## src/include/hwk_pkg.sv

```systemverilog
/*
 * hwk_pkg: constants shared by the host MAC wake-up control block.
 * Assumes a 32-bit APB slave with a word index times four as byte address.
 */
package hwk_pkg;

    // apb geometry
    localparam int          APB_ADDR_W        = 12;
    localparam int          APB_DATA_W        = 32;
    localparam logic [31:0] APB_BYTES_PER_REG = 32'h0000_0004;

    // register indices as printed; byte address is four times the index
    localparam logic [31:0] IDX_WAKE_FILTER   = 32'h0000_000B;
    localparam logic [31:0] IDX_WAKE_CTRL     = 32'h0000_000C;
    localparam logic [APB_ADDR_W-1:0] ADDR_WAKE_FILTER =
        APB_ADDR_W'(IDX_WAKE_FILTER * APB_BYTES_PER_REG);
    localparam logic [APB_ADDR_W-1:0] ADDR_WAKE_CTRL   =
        APB_ADDR_W'(IDX_WAKE_CTRL * APB_BYTES_PER_REG);

    // wake_control_status field positions
    localparam int          BIT_MAGIC_EN      = 1;
    localparam int          BIT_FRAME_EN      = 2;
    localparam int          BIT_MAGIC_RCVD    = 5;
    localparam int          BIT_FRAME_RCVD    = 6;
    localparam int          BIT_UCAST_EN      = 9;
    localparam logic [31:0] WAKE_CTRL_RESET   = 32'h0000_0000;
    localparam logic [31:0] READ_ZERO         = 32'h0000_0000;

    // wake-up frame filter storage
    localparam int          FILTER_WORDS      = 8;
    localparam int          FILTER_PTR_W      = 3;
    localparam logic [FILTER_PTR_W-1:0] FILTER_PTR_RESET = 3'h0;
    localparam logic [FILTER_PTR_W-1:0] FILTER_PTR_LAST  = 3'h7;
    localparam logic [FILTER_PTR_W-1:0] FILTER_PTR_STEP  = 3'h1;

    // destination address class
    localparam int          MAC_ADDR_W        = 48;
    localparam logic [1:0]  UCAST_GLOBAL_BITS = 2'h0;

endpackage

```

## src/include/hwk_filter_if.sv

```systemverilog
/*
 * hwk_filter_if: write and read signals between the wake control logic
 * and the filter word memory. Assumes both ends run on pclk.
 */
`timescale 1ns/1ps
interface hwk_filter_if;
    import hwk_pkg::*;

    logic                    wr_en;
    logic [FILTER_PTR_W-1:0] wr_index;
    logic [APB_DATA_W-1:0]   wr_data;
    logic [FILTER_PTR_W-1:0] rd_index;
    logic [APB_DATA_W-1:0]   rd_data;

    modport ctrl (output wr_en, output wr_index, output wr_data, output rd_index,
                  input rd_data);
    modport mem  (input wr_en, input wr_index, input wr_data, input rd_index,
                  output rd_data);
endinterface

```

## src/design/hwk_filter_mem.sv

```systemverilog
/*
 * hwk_filter_mem: eight 32-bit wake-up filter words, registered read port.
 * Assumes writes and reads arrive from logic on pclk.
 */
`timescale 1ns/1ps
module hwk_filter_mem
    import hwk_pkg::*;
(
    input  wire logic pclk,
    input  wire logic presetn,
    hwk_filter_if.mem bus
);
    logic [APB_DATA_W-1:0] word_reg [FILTER_WORDS];
    logic [APB_DATA_W-1:0] rd_data_reg;

    assign bus.rd_data = rd_data_reg;

    // storage; words clear at reset so the matcher never sees junk
    always_ff @(posedge pclk or negedge presetn)
    begin
        if (!presetn)
        begin
            for (int i = 0; i < FILTER_WORDS; i++)
                word_reg[i] <= READ_ZERO;
        end
        else if (bus.wr_en)
        begin
            word_reg[bus.wr_index] <= bus.wr_data;
        end
    end

    // read data one cycle after the index
    always_ff @(posedge pclk or negedge presetn)
    begin
        if (!presetn)
            rd_data_reg <= READ_ZERO;
        else
            rd_data_reg <= word_reg[bus.rd_index];
    end
endmodule // hwk_filter_mem

```

## src/design/hwk_event_flag.sv

```systemverilog
/*
 * hwk_event_flag: one sticky status bit set by hardware, cleared by software.
 * Assumes set and clr are single-cycle terms on pclk.
 */
`timescale 1ns/1ps
module hwk_event_flag
(
    input  wire logic pclk,
    input  wire logic presetn,
    input  wire logic set,
    input  wire logic clr,
    output wire logic flag,
    output wire logic rise
);
    logic flag_reg;
    logic flag_next;

    // set beats clear so a colliding event is never lost
    assign flag_next = set ? 1'b1 : (clr ? 1'b0 : flag_reg);
    assign rise      = set & ~flag_reg;
    assign flag      = flag_reg;

    always_ff @(posedge pclk or negedge presetn)
    begin
        if (!presetn)
            flag_reg <= 1'b0;
        else
            flag_reg <= flag_next;
    end
endmodule // hwk_event_flag

```

## src/design/hwk_wake_ctrl.sv

```systemverilog
/*
 * hwk_wake_ctrl: wake-up control and status of the host MAC, APB slave with
 * the control/status register and the write-only filter port, and the
 * qualifier logic fed by the receive path.
 * Assumes the receive path runs on pclk and gives one end-of-frame pulse per
 * frame with address, good status and match results valid in that cycle.
 */
// The implementer's own choice: register access over APB.
`timescale 1ns/1ps
module hwk_wake_ctrl
(
    input  wire logic                          pclk,
    input  wire logic                          presetn,
    input  wire logic                          psel,
    input  wire logic                          penable,
    input  wire logic                          pwrite,
    input  wire logic [hwk_pkg::APB_ADDR_W-1:0] paddr,
    input  wire logic [hwk_pkg::APB_DATA_W-1:0] pwdata,
    output wire logic [hwk_pkg::APB_DATA_W-1:0] prdata,
    output wire logic                          pready,
    output wire logic                          pslverr,
    input  wire logic                          power_save,
    input  wire logic                          rx_frame_end,
    input  wire logic                          rx_frame_ok,
    input  wire logic [hwk_pkg::MAC_ADDR_W-1:0] rx_dest_addr,
    input  wire logic                          rx_filter_match,
    input  wire logic                          rx_magic_match,
    input  wire logic [hwk_pkg::FILTER_PTR_W-1:0] filter_rd_index,
    output wire logic [hwk_pkg::APB_DATA_W-1:0] filter_rd_data,
    output wire logic                          wake_event
);
    import hwk_pkg::*;

    ////////////////////////////////////////////////////////////////////////
    // declarations
    logic                    magic_packet_enable_reg;
    logic                    wake_frame_enable_reg;
    logic                    global_unicast_wake_enable_reg;
    logic [FILTER_PTR_W-1:0] filter_ptr_reg;
    logic [FILTER_PTR_W-1:0] filter_ptr_next;
    logic [APB_DATA_W-1:0]   prdata_reg;
    logic                    wake_event_reg;
    wire logic               wake_frame_received;
    wire logic               magic_packet_received;
    wire logic               frame_rise;
    wire logic               magic_rise;

    hwk_filter_if filt ();

    ////////////////////////////////////////////////////////////////////////
    // apb decode; zero wait states, so an access phase is always final
    wire logic setup_phase  = psel & ~penable;
    wire logic access_phase = psel & penable;
    wire logic hit_ctrl     = (paddr == ADDR_WAKE_CTRL);
    wire logic hit_filter   = (paddr == ADDR_WAKE_FILTER);
    wire logic mapped       = hit_ctrl | hit_filter;
    wire logic wr_ctrl      = access_phase & pwrite & hit_ctrl;
    wire logic wr_filter    = access_phase & pwrite & hit_filter;

    assign pready  = 1'b1;
    assign pslverr = access_phase & ~mapped; // unmapped addresses error out
    assign prdata  = prdata_reg;

    // write-one-to-clear strobes for the sticky bits
    wire logic clr_frame = wr_ctrl & pwdata[BIT_FRAME_RCVD];
    wire logic clr_magic = wr_ctrl & pwdata[BIT_MAGIC_RCVD];

    ////////////////////////////////////////////////////////////////////////
    // wake qualifiers from the receive path
    wire logic rx_qualify = power_save & rx_frame_end & rx_frame_ok;
    wire logic is_global_ucast = (rx_dest_addr[1:0] == UCAST_GLOBAL_BITS);
    wire logic filt_hit  = rx_qualify & wake_frame_enable_reg & rx_filter_match;
    wire logic ucast_hit = rx_qualify & global_unicast_wake_enable_reg
                           & is_global_ucast;
    wire logic magic_hit = rx_qualify & magic_packet_enable_reg & rx_magic_match;
    // unicast feeds the same frame qualifier, not a separate path
    wire logic frame_set = filt_hit | ucast_hit;

    ////////////////////////////////////////////////////////////////////////
    // status flags
    hwk_event_flag u_frame_flag
    (
        .pclk    (pclk),
        .presetn (presetn),
        .set     (frame_set),
        .clr     (clr_frame),
        .flag    (wake_frame_received),
        .rise    (frame_rise)
    );

    hwk_event_flag u_magic_flag
    (
        .pclk    (pclk),
        .presetn (presetn),
        .set     (magic_hit),
        .clr     (clr_magic),
        .flag    (magic_packet_received),
        .rise    (magic_rise)
    );

    ////////////////////////////////////////////////////////////////////////
    // control bits of wake_control_status
    always_ff @(posedge pclk or negedge presetn)
    begin
        if (!presetn)
        begin
            magic_packet_enable_reg        <= WAKE_CTRL_RESET[BIT_MAGIC_EN];
            wake_frame_enable_reg          <= WAKE_CTRL_RESET[BIT_FRAME_EN];
            global_unicast_wake_enable_reg <= WAKE_CTRL_RESET[BIT_UCAST_EN];
        end
        else if (wr_ctrl)
        begin
            magic_packet_enable_reg        <= pwdata[BIT_MAGIC_EN];
            wake_frame_enable_reg          <= pwdata[BIT_FRAME_EN];
            global_unicast_wake_enable_reg <= pwdata[BIT_UCAST_EN];
        end
    end

    ////////////////////////////////////////////////////////////////////////
    // read view; reserved bits read zero
    wire logic [APB_DATA_W-1:0] ctrl_view =
        (APB_DATA_W'(magic_packet_enable_reg)        << BIT_MAGIC_EN)   |
        (APB_DATA_W'(wake_frame_enable_reg)          << BIT_FRAME_EN)   |
        (APB_DATA_W'(magic_packet_received)          << BIT_MAGIC_RCVD) |
        (APB_DATA_W'(wake_frame_received)            << BIT_FRAME_RCVD) |
        (APB_DATA_W'(global_unicast_wake_enable_reg) << BIT_UCAST_EN);
    // filter port is write-only, so it and unmapped space read zero
    wire logic [APB_DATA_W-1:0] rd_view = hit_ctrl ? ctrl_view : READ_ZERO;

    // capture in setup so prdata comes from a flop in the access phase;
    // a flag set during the setup cycle shows on the next read
    always_ff @(posedge pclk or negedge presetn)
    begin
        if (!presetn)
            prdata_reg <= READ_ZERO;
        else if (setup_phase & ~pwrite)
            prdata_reg <= rd_view;
    end

    ////////////////////////////////////////////////////////////////////////
    // filter load pointer, wraps after the eighth word
    assign filter_ptr_next = (filter_ptr_reg == FILTER_PTR_LAST) ? FILTER_PTR_RESET
                           : filter_ptr_reg + FILTER_PTR_STEP;

    always_ff @(posedge pclk or negedge presetn)
    begin
        if (!presetn)
            filter_ptr_reg <= FILTER_PTR_RESET;
        else if (wr_filter)
            filter_ptr_reg <= filter_ptr_next;
    end

    assign filt.wr_en    = wr_filter;
    assign filt.wr_index = filter_ptr_reg;
    assign filt.wr_data  = pwdata;
    assign filt.rd_index = filter_rd_index;
    assign filter_rd_data = filt.rd_data;

    hwk_filter_mem u_filter_mem
    (
        .pclk    (pclk),
        .presetn (presetn),
        .bus     (filt.mem)
    );

    ////////////////////////////////////////////////////////////////////////
    // wake event toward power management, one pulse per cycle in which a status bit newly sets
    always_ff @(posedge pclk or negedge presetn)
    begin
        if (!presetn)
            wake_event_reg <= 1'b0;
        else
            wake_event_reg <= frame_rise | magic_rise;
    end

    assign wake_event = wake_event_reg;
endmodule // hwk_wake_ctrl

```

## config.mk

```make
export PLATFORM = sky130hd
export DESIGN_NAME = hwk_wake_ctrl
export DESIGN_NICKNAME = d
export VERILOG_FILES = /design/src/include/hwk_pkg.sv /design/src/include/hwk_filter_if.sv /design/src/design/hwk_filter_mem.sv /design/src/design/hwk_event_flag.sv /design/src/design/hwk_wake_ctrl.sv
export SDC_FILE = /design/constraint.sdc
export NUM_CORES = 1
export LEC_CHECK = 0
export ABC_AREA = 1
export BUFFER_PORTS_ARGS = -buffer_cell sky130_fd_sc_hd__buf_2
export CAP_MARGIN = 20
export CELL_PAD_IN_SITES_DETAIL_PLACEMENT = 0
export CELL_PAD_IN_SITES_GLOBAL_PLACEMENT = 1
export CORE_MARGIN = 1.5
export CORE_UTILIZATION = 47
export CTS_CLUSTER_DIAMETER = 100
export DETAILED_ROUTE_END_ITERATION = 8
export PLACE_DENSITY_LB_ADDON = 0.1
export SETUP_SLACK_MARGIN = 0.4
export SYNTH_ARGS = -nofsm -noshare
export SYNTH_HDL_FRONTEND = slang
export SYNTH_SLANG_ARGS = --single-unit
```

## constraint.sdc

```tcl
create_clock -name pclk -period 2.9 [get_ports pclk]
set_input_delay 0.435 -clock pclk [delete_from_list [all_inputs] [get_ports pclk]]
set_output_delay 0.435 -clock pclk [all_outputs]
set_load 0.01 [all_outputs]
```

==> impl_metrics.csv, run 1 <==
group,metric,value,unit
clocking,cts_resized,0,
final_layout,nets,1919,
clocking,cts_max_level,2,
grt,grt_pass1_vias,12504,
sta,relSlewSlack,52.7,%
final_layout,area_growth,13.0,%
sta,hold_viol,0,
flow_run,max_cap_violations,0,
route,drtIter0Drc,1439,
floorplan,die_height,178,um
placed_design,routabilityCongestion,0.757,
route,postRouteWirelength,46300,um
logic_synthesis,syn-cell-area,0.0145,mm2
clocking,clock-sinks,302,
floorplan,rows,64,
placed_design,place_ws,786,ps
sta,finalWorstSetupSlack,823,ps
min_path,min-delay-start,"rx_magic_match",
route,antenna_left,0,
grt,grt_usage,29.8,%
setup_path,required,2470,ps
clocking,hold_buffers,1,
final_layout,nFillCells,2898,
final_layout,drive_gt1_share,11.8,%
floorplan,core-area,0.0304,mm2
min_path,hold_path_depth,3,
logic_synthesis,ys_ff_latch,302,
power,leakagePower,8.64,nW
clocking,cts_tree,"yes",
sta,timing.final.crit_share,71.6,%
logic_synthesis,synth_cell_types,21,
grt,grt_overflow_total,0,
sta,slew_viol_final,0,
sta,fmax,482,MHz
grt,grt_pass1_wl,72700,um
setup_path,reg2regPathDepth,7,
setup_path,crit_path_end_kind,"primary output",
setup_path,worstSetupStartpoint,"paddr[11]",
sta,min_period,2080,ps
clocking,clock_latency,520,ps
setup_path,startpoint_type,"input port",
clocking,root_buffer,"clkbuf_16",
sta,tns,0,ps
route,wl_per_cell,20.7,um
grt,antenna_found_initial,2,
route,drcViolationCount,0,
logic_synthesis,syn_avg_cell_area,7.98,um2
route,vias_per_cell,5.90,
run_status,status,"complete, no violations",
floorplan,die-area,0.0318,mm2
min_path,hold_class,"input port to register",
clocking,clk_pin_slew,50,ps
placed_design,dp_hpwl,24800,um
clocking,clockBufferDepth,3,
setup_path,critPathKind,"input port to primary output",
sta,clock_skew,11.6,ps
setup_path,timing.rr.start,"filt.wr_index[0]",
setup_path,regToRegEndpoint,"u_filter_mem.word_reg[212]",
floorplan,die_w,178,um
route,dr_total_vias,13166,
sta,rsz0062_at_grt,"no",
clocking,cts_setup_buffers,0,
power,powerDensity,564,mW/mm2
setup_path,cp_max_fo,6,
placed_design,io_buffers,97,
floorplan,pin_count,172,
final_layout,largest_reg_flops,256,
clocking,cts_inserted_buffers,36,
grt,grt_max_degree,132,
setup_path,r2r_slack,830,ps
logic_synthesis,synth_seq_area_share,52.3,%
floorplan,initial_utilization,47.5,%
logic_synthesis,postSynthCellCount,1810,
route,drt-pass1-iter-count,5,
power,ir_worst_vdd,0.340,mV
logic_synthesis,synth_warnings,0,
min_path,hold_end,"u_magic_flag.flag",
sta,setup_violations,0,
setup_path,cp_data_arrival_time,1640,ps
sta,tightestPinTransition,707,ps
## cell usage after synthesis
master,instances,share of area (%)
buf_1,11,0.29
ha_1,2,0.17
buf_2,24,0.83
nand4_1,266,12
conb_1,2,0.052
buf_4,28,1.5
o22ai_1,65,2.8
o21ai_0,132,4.6
and2_1,1,0.043
clkbuf_2,26,0.90
inv_1,12,0.31
clkbuf_1,127,3.3
dfrtp_1,302,52
nor2_1,142,3.7
nand3_1,11,0.38
inv_2,3,0.078
nor3_2,5,0.35
and3_1,2,0.087
clkinv_1,1,0.026
nor3_1,2,0.069
nand2_1,646,17
## worst max-delay path, stage by stage
cell and delay (ps):
buf_2 90, nor2_1 90, nand2_1 110, nor2_1 380, and2_1 310, nor2_1 80, buf_2 140
## per-stage QoR
stage,instance area (um2),hold slack [ps],std cells,util [%],power (mW)
4_1_cts,16300,180,2231,53.6,9.29
2_1_floorplan,14500,139,1836,-,4.71
5_1_grt,16300,201,2231,53.6,9.56
6_report,16300,194,2232,53.6,9.21
3_5_place_dp,15200,413,2169,50.0,4.99
3_3_place_gp,15200,414,2169,50.0,4.99
## cells in the final DEF (no fill, tap or decap), types with 2 or more instances in the layout
cell type and instances:
nand2_1 646, dfrtp_1 302, nand4_1 266, nor2_1 139
o21ai_0 132, buf_2 95, o22ai_1 65, buf_4 45
clkbuf_16 37, conb_1 28, clkbuf_1 13, buf_12 12
inv_1 11, nand3_1 11, clkbuf_8 9, nor3_4 5
inv_2 4, nor2_4 3, clkinv_2 2, ha_1 2
## report_power, final
part           switching (mW)  total [mW]  leakage [nW]  internal, mW
registers              0.0109        4.26          4.19          4.25
logic                   0.480       0.654          3.91         0.174
clock network            1.73        4.30         0.540          2.57
total                    2.22        9.21          8.64          6.99
## logic make-up (layout without fill, tap and decap cells)
logic type / Yosys count / in the layout / synth area share (%)
AOI/OAI and AO/OA: 197 / 197 / 7.39
and+or+nand+nor: 1075 / 1075 / 32.9
other: 2 / 29 / 0.0520
buffers and inverters: 232 / 231 / 7.19
adders and majority gates: 2 / 2 / 0.173
DFF: 302 / 302 / 52.3
## metal layers
metal | vias up | wire length, um | track usage [%]
met3 | 84 | 3140 | 4.09
met4 | 2 | 1240 | 9.17
met2 | 519 | 21300 | 46.9
met5 | - | 16 | 0
met1 | 6487 | 20600 | 42.7
li1 | 6074 | - | -
## final cells by class
class	instances	area, um2	area share, %
diodes	1	2.50	0.0153
clock buffers	59	1100	6.73
clock inverters	2	12.5	0.0767
inverters	16	61.3	0.376
multi-input cells	1302	6020	36.9
flip-flops and latches	302	7560	46.3
well taps	396	495	3.04
repair buffers	154	1080	6.61
## worst max path at each step
| stage | to | slack (ps) | depth (start not counted) |
|---|---|---|---|
| after floorplan | u_filter_mem.word_reg[37] | 1280 | 7 |
| after global placement | pslverr | 820 | 7 |
| after detailed placement | u_filter_mem.word_reg[170] | 790 | 9 |
| after CTS | pslverr | 810 | 7 |
| after global routing | u_filter_mem.word_reg[209] | 690 | 7 |
| final | pslverr | 820 | 7 |
Power figures use the tool's default switching activity.
==> inputs of run 2 (changes only) <==
--- a/config.mk
+++ b/config.mk
@@ -11,7 +11,7 @@
 export CELL_PAD_IN_SITES_DETAIL_PLACEMENT = 0
 export CELL_PAD_IN_SITES_GLOBAL_PLACEMENT = 1
 export CORE_MARGIN = 1.5
-export CORE_UTILIZATION = 47
+export CORE_UTILIZATION = 39
 export CTS_CLUSTER_DIAMETER = 100
 export DETAILED_ROUTE_END_ITERATION = 8
 export PLACE_DENSITY_LB_ADDON = 0.1
==> constraint.sdc (replaced) <==
create_clock -name pclk -period 1.7 [get_ports pclk]
set_input_delay 0.255 -clock pclk [delete_from_list [all_inputs] [get_ports pclk]]
set_output_delay 0.255 -clock pclk [all_outputs]
set_load 0.01 [all_outputs]
==> impl_metrics.csv, run 2 (synthesized netlist as in run 1, its figures left out) <==
group,metric,value,unit
floorplan,die-area,0.0382,mm2
floorplan,die_height,195,um
clocking,cts_max_level,2,
floorplan,initial_utilization,39.6,%
grt,grt_usage,27.8,%
sta,min_period,1610,ps
route,postRouteWirelength,55200,um
sta,clock_skew,14.9,ps
floorplan,core-area,0.0365,mm2
sta,rsz0062_at_grt,"yes",
placed_design,dp_hpwl,28200,um
setup_path,cp_num_buf_inv,4,
placed_design,io_buffers,97,
grt,grt_pass1_wl,81300,um
route,drcViolationCount,0,
sta,hold_viol,0,
flow_run,max_cap_violations,0,
setup_path,slowest_stage,"dfrtp_2",
power,ir_worst_vdd,0.737,mV
clocking,root_buffer,"clkbuf_16",
grt,grt_max_degree,87,
sta,timing.final.crit_share,94.8,%
route,drt-pass1-iter-count,7,
sta,setup_violations,0,
floorplan,die_w,195,um
floorplan,rows,70,
grt,grt_pass1_vias,13502,
min_path,hold_class,"input port to register",
sta,tns,0,ps
final_layout,nets,2023,
power,powerDensity,846,mW/mm2
setup_path,startpoint_type,"register",
setup_path,crit_path_end_kind,"register",
route,vias_per_cell,5.69,
setup_path,path_cells,"buf_12 -> inv_8 -> nor3_4 -> nand4_1 -> buf_6 -> clkbuf_16 -> nand2_2 -> nand2_1",
route,antenna_left,0,
route,dr_total_vias,13700,
setup_path,required,2130,ps
final_layout,layout_commonest_cell,"nand2_1",
setup_path,cp_top_family,"buffers and inverters",
setup_path,cp_max_fo,8,
clocking,clock-sinks,302,
final_layout,largest_reg_flops,256,
sta,timing.hold.ws,30.2,ps
power,leakagePower,9.59,nW
run_status,status,"complete, no violations",
setup_path,timing.rr.start,"filt.wr_index[2]",
final_layout,area_growth,29.5,%
sta,fmax,621,MHz
route,wl_per_cell,22.9,um
final_layout,drive_gt1_share,23.5,%
setup_path,r2r_slack,90,ps
min_path,min-delay-start,"pwdata[11]",
clocking,clock_latency,550,ps
placed_design,routabilityCongestion,0.770,
route,drtIter0Drc,1242,
clocking,cts_tree,"yes",
setup_path,slowest_delay,450,ps
clocking,clockBufferDepth,3,
clocking,clk_pin_slew,60,ps
clocking,cts_inserted_buffers,36,
final_layout,final_cell_mix,"518 x nand2_1, 299 x dfrtp_1, 266 x nand4_1",
sta,slew_viol_final,0,
floorplan,pin_count,172,
setup_path,cp_data_arrival_time,2040,ps
grt,grt_overflow_total,0,
setup_path,critPathKind,"register to register",
grt,antenna_found_initial,2,
setup_path,worstSetupStartpoint,"filt.wr_index[2]",
==> run 2: changes by cell type in the layout (fill, tap and decap cells not counted), sizes merged <==
cell         change
dlygate4sd3      +1
buf             +95
inv              +1
bufinv           +1
clkbuf           +5
clkinvlp         -1
==> run 2: worst paths after layout <==
kind | end | cells past startpoint
setup / recovery | u_filter_mem.word_reg[92] | 8
hold / removal | u_filter_mem.word_reg[203] | 3
setup reg to reg | u_filter_mem.word_reg[92] | 8
hold reg to reg | u_filter_mem.word_reg[224] | 2
max in group asynchronous | u_filter_mem.bus.rd_data[21] | 3
min in group asynchronous | u_filter_mem.word_reg[124] | 2
==> run 2: routing by layer <==
metal	track usage, %	share of wire, %	up-vias
li1	-	-	6289
met1	38.3	44	6809
met2	45.2	46	502
met3	5.06	7.1	98
met4	7.18	2.5	2
met5	0	0.025	-
==> run 2: layout make-up <==
| type | instances | area, um2 |
|---|---|---|
| antenna | 1 | 2.50 |
| clock inverter | 3 | 40.0 |
| inverter | 16 | 80.1 |
| sequential | 302 | 7560 |
| fill | 3467 | 17800 |
| clock buffer | 56 | 1030 |
| tap | 468 | 586 |
| multi-input combinational | 1302 | 6610 |
| timing repair buffer | 258 | 2810 |
==> run 2: through the flow <==
step | power, mW | util [%] | cells | setup WS [ps] | area [um2]
floorplan | 8.05 | - | 1836 | 277 | 14600
global placement | 8.62 | 43.8 | 2285 | 81.5 | 16000
detailed placement | 8.61 | 43.8 | 2285 | 28.3 | 16000
CTS | 16.0 | 48.9 | 2384 | 206 | 17900
global route | 16.4 | 51.2 | 2405 | 45.5 | 18700
finish | 15.8 | 51.3 | 2406 | 88.7 | 18700
==> run 2: where the power goes <==
| part | total, mW | switching, mW | internal (mW) |
|---|---|---|---|
| clock network | 7.31 | 3.04 | 4.27 |
| registers | 7.27 | 0.0190 | 7.25 |
| logic | 1.25 | 0.864 | 0.389 |
| total | 15.8 | 3.92 | 11.9 |
==> run 2: tightest hold or removal path: stages <==
cell     delay (ps)
buf_2           150
nand4_1          90
nand2_1          40
==> run 2: repair_timing <==
action                                  in CTS  in global routing
cloned                                       8                 11
endpoints found under the setup margin     287                293
resized for setup                          122                151
pin swaps                                   57                 41
hold buffers                                 2                  0
buffers inserted                            30                 10
endpoints found under the hold margin      304                  0
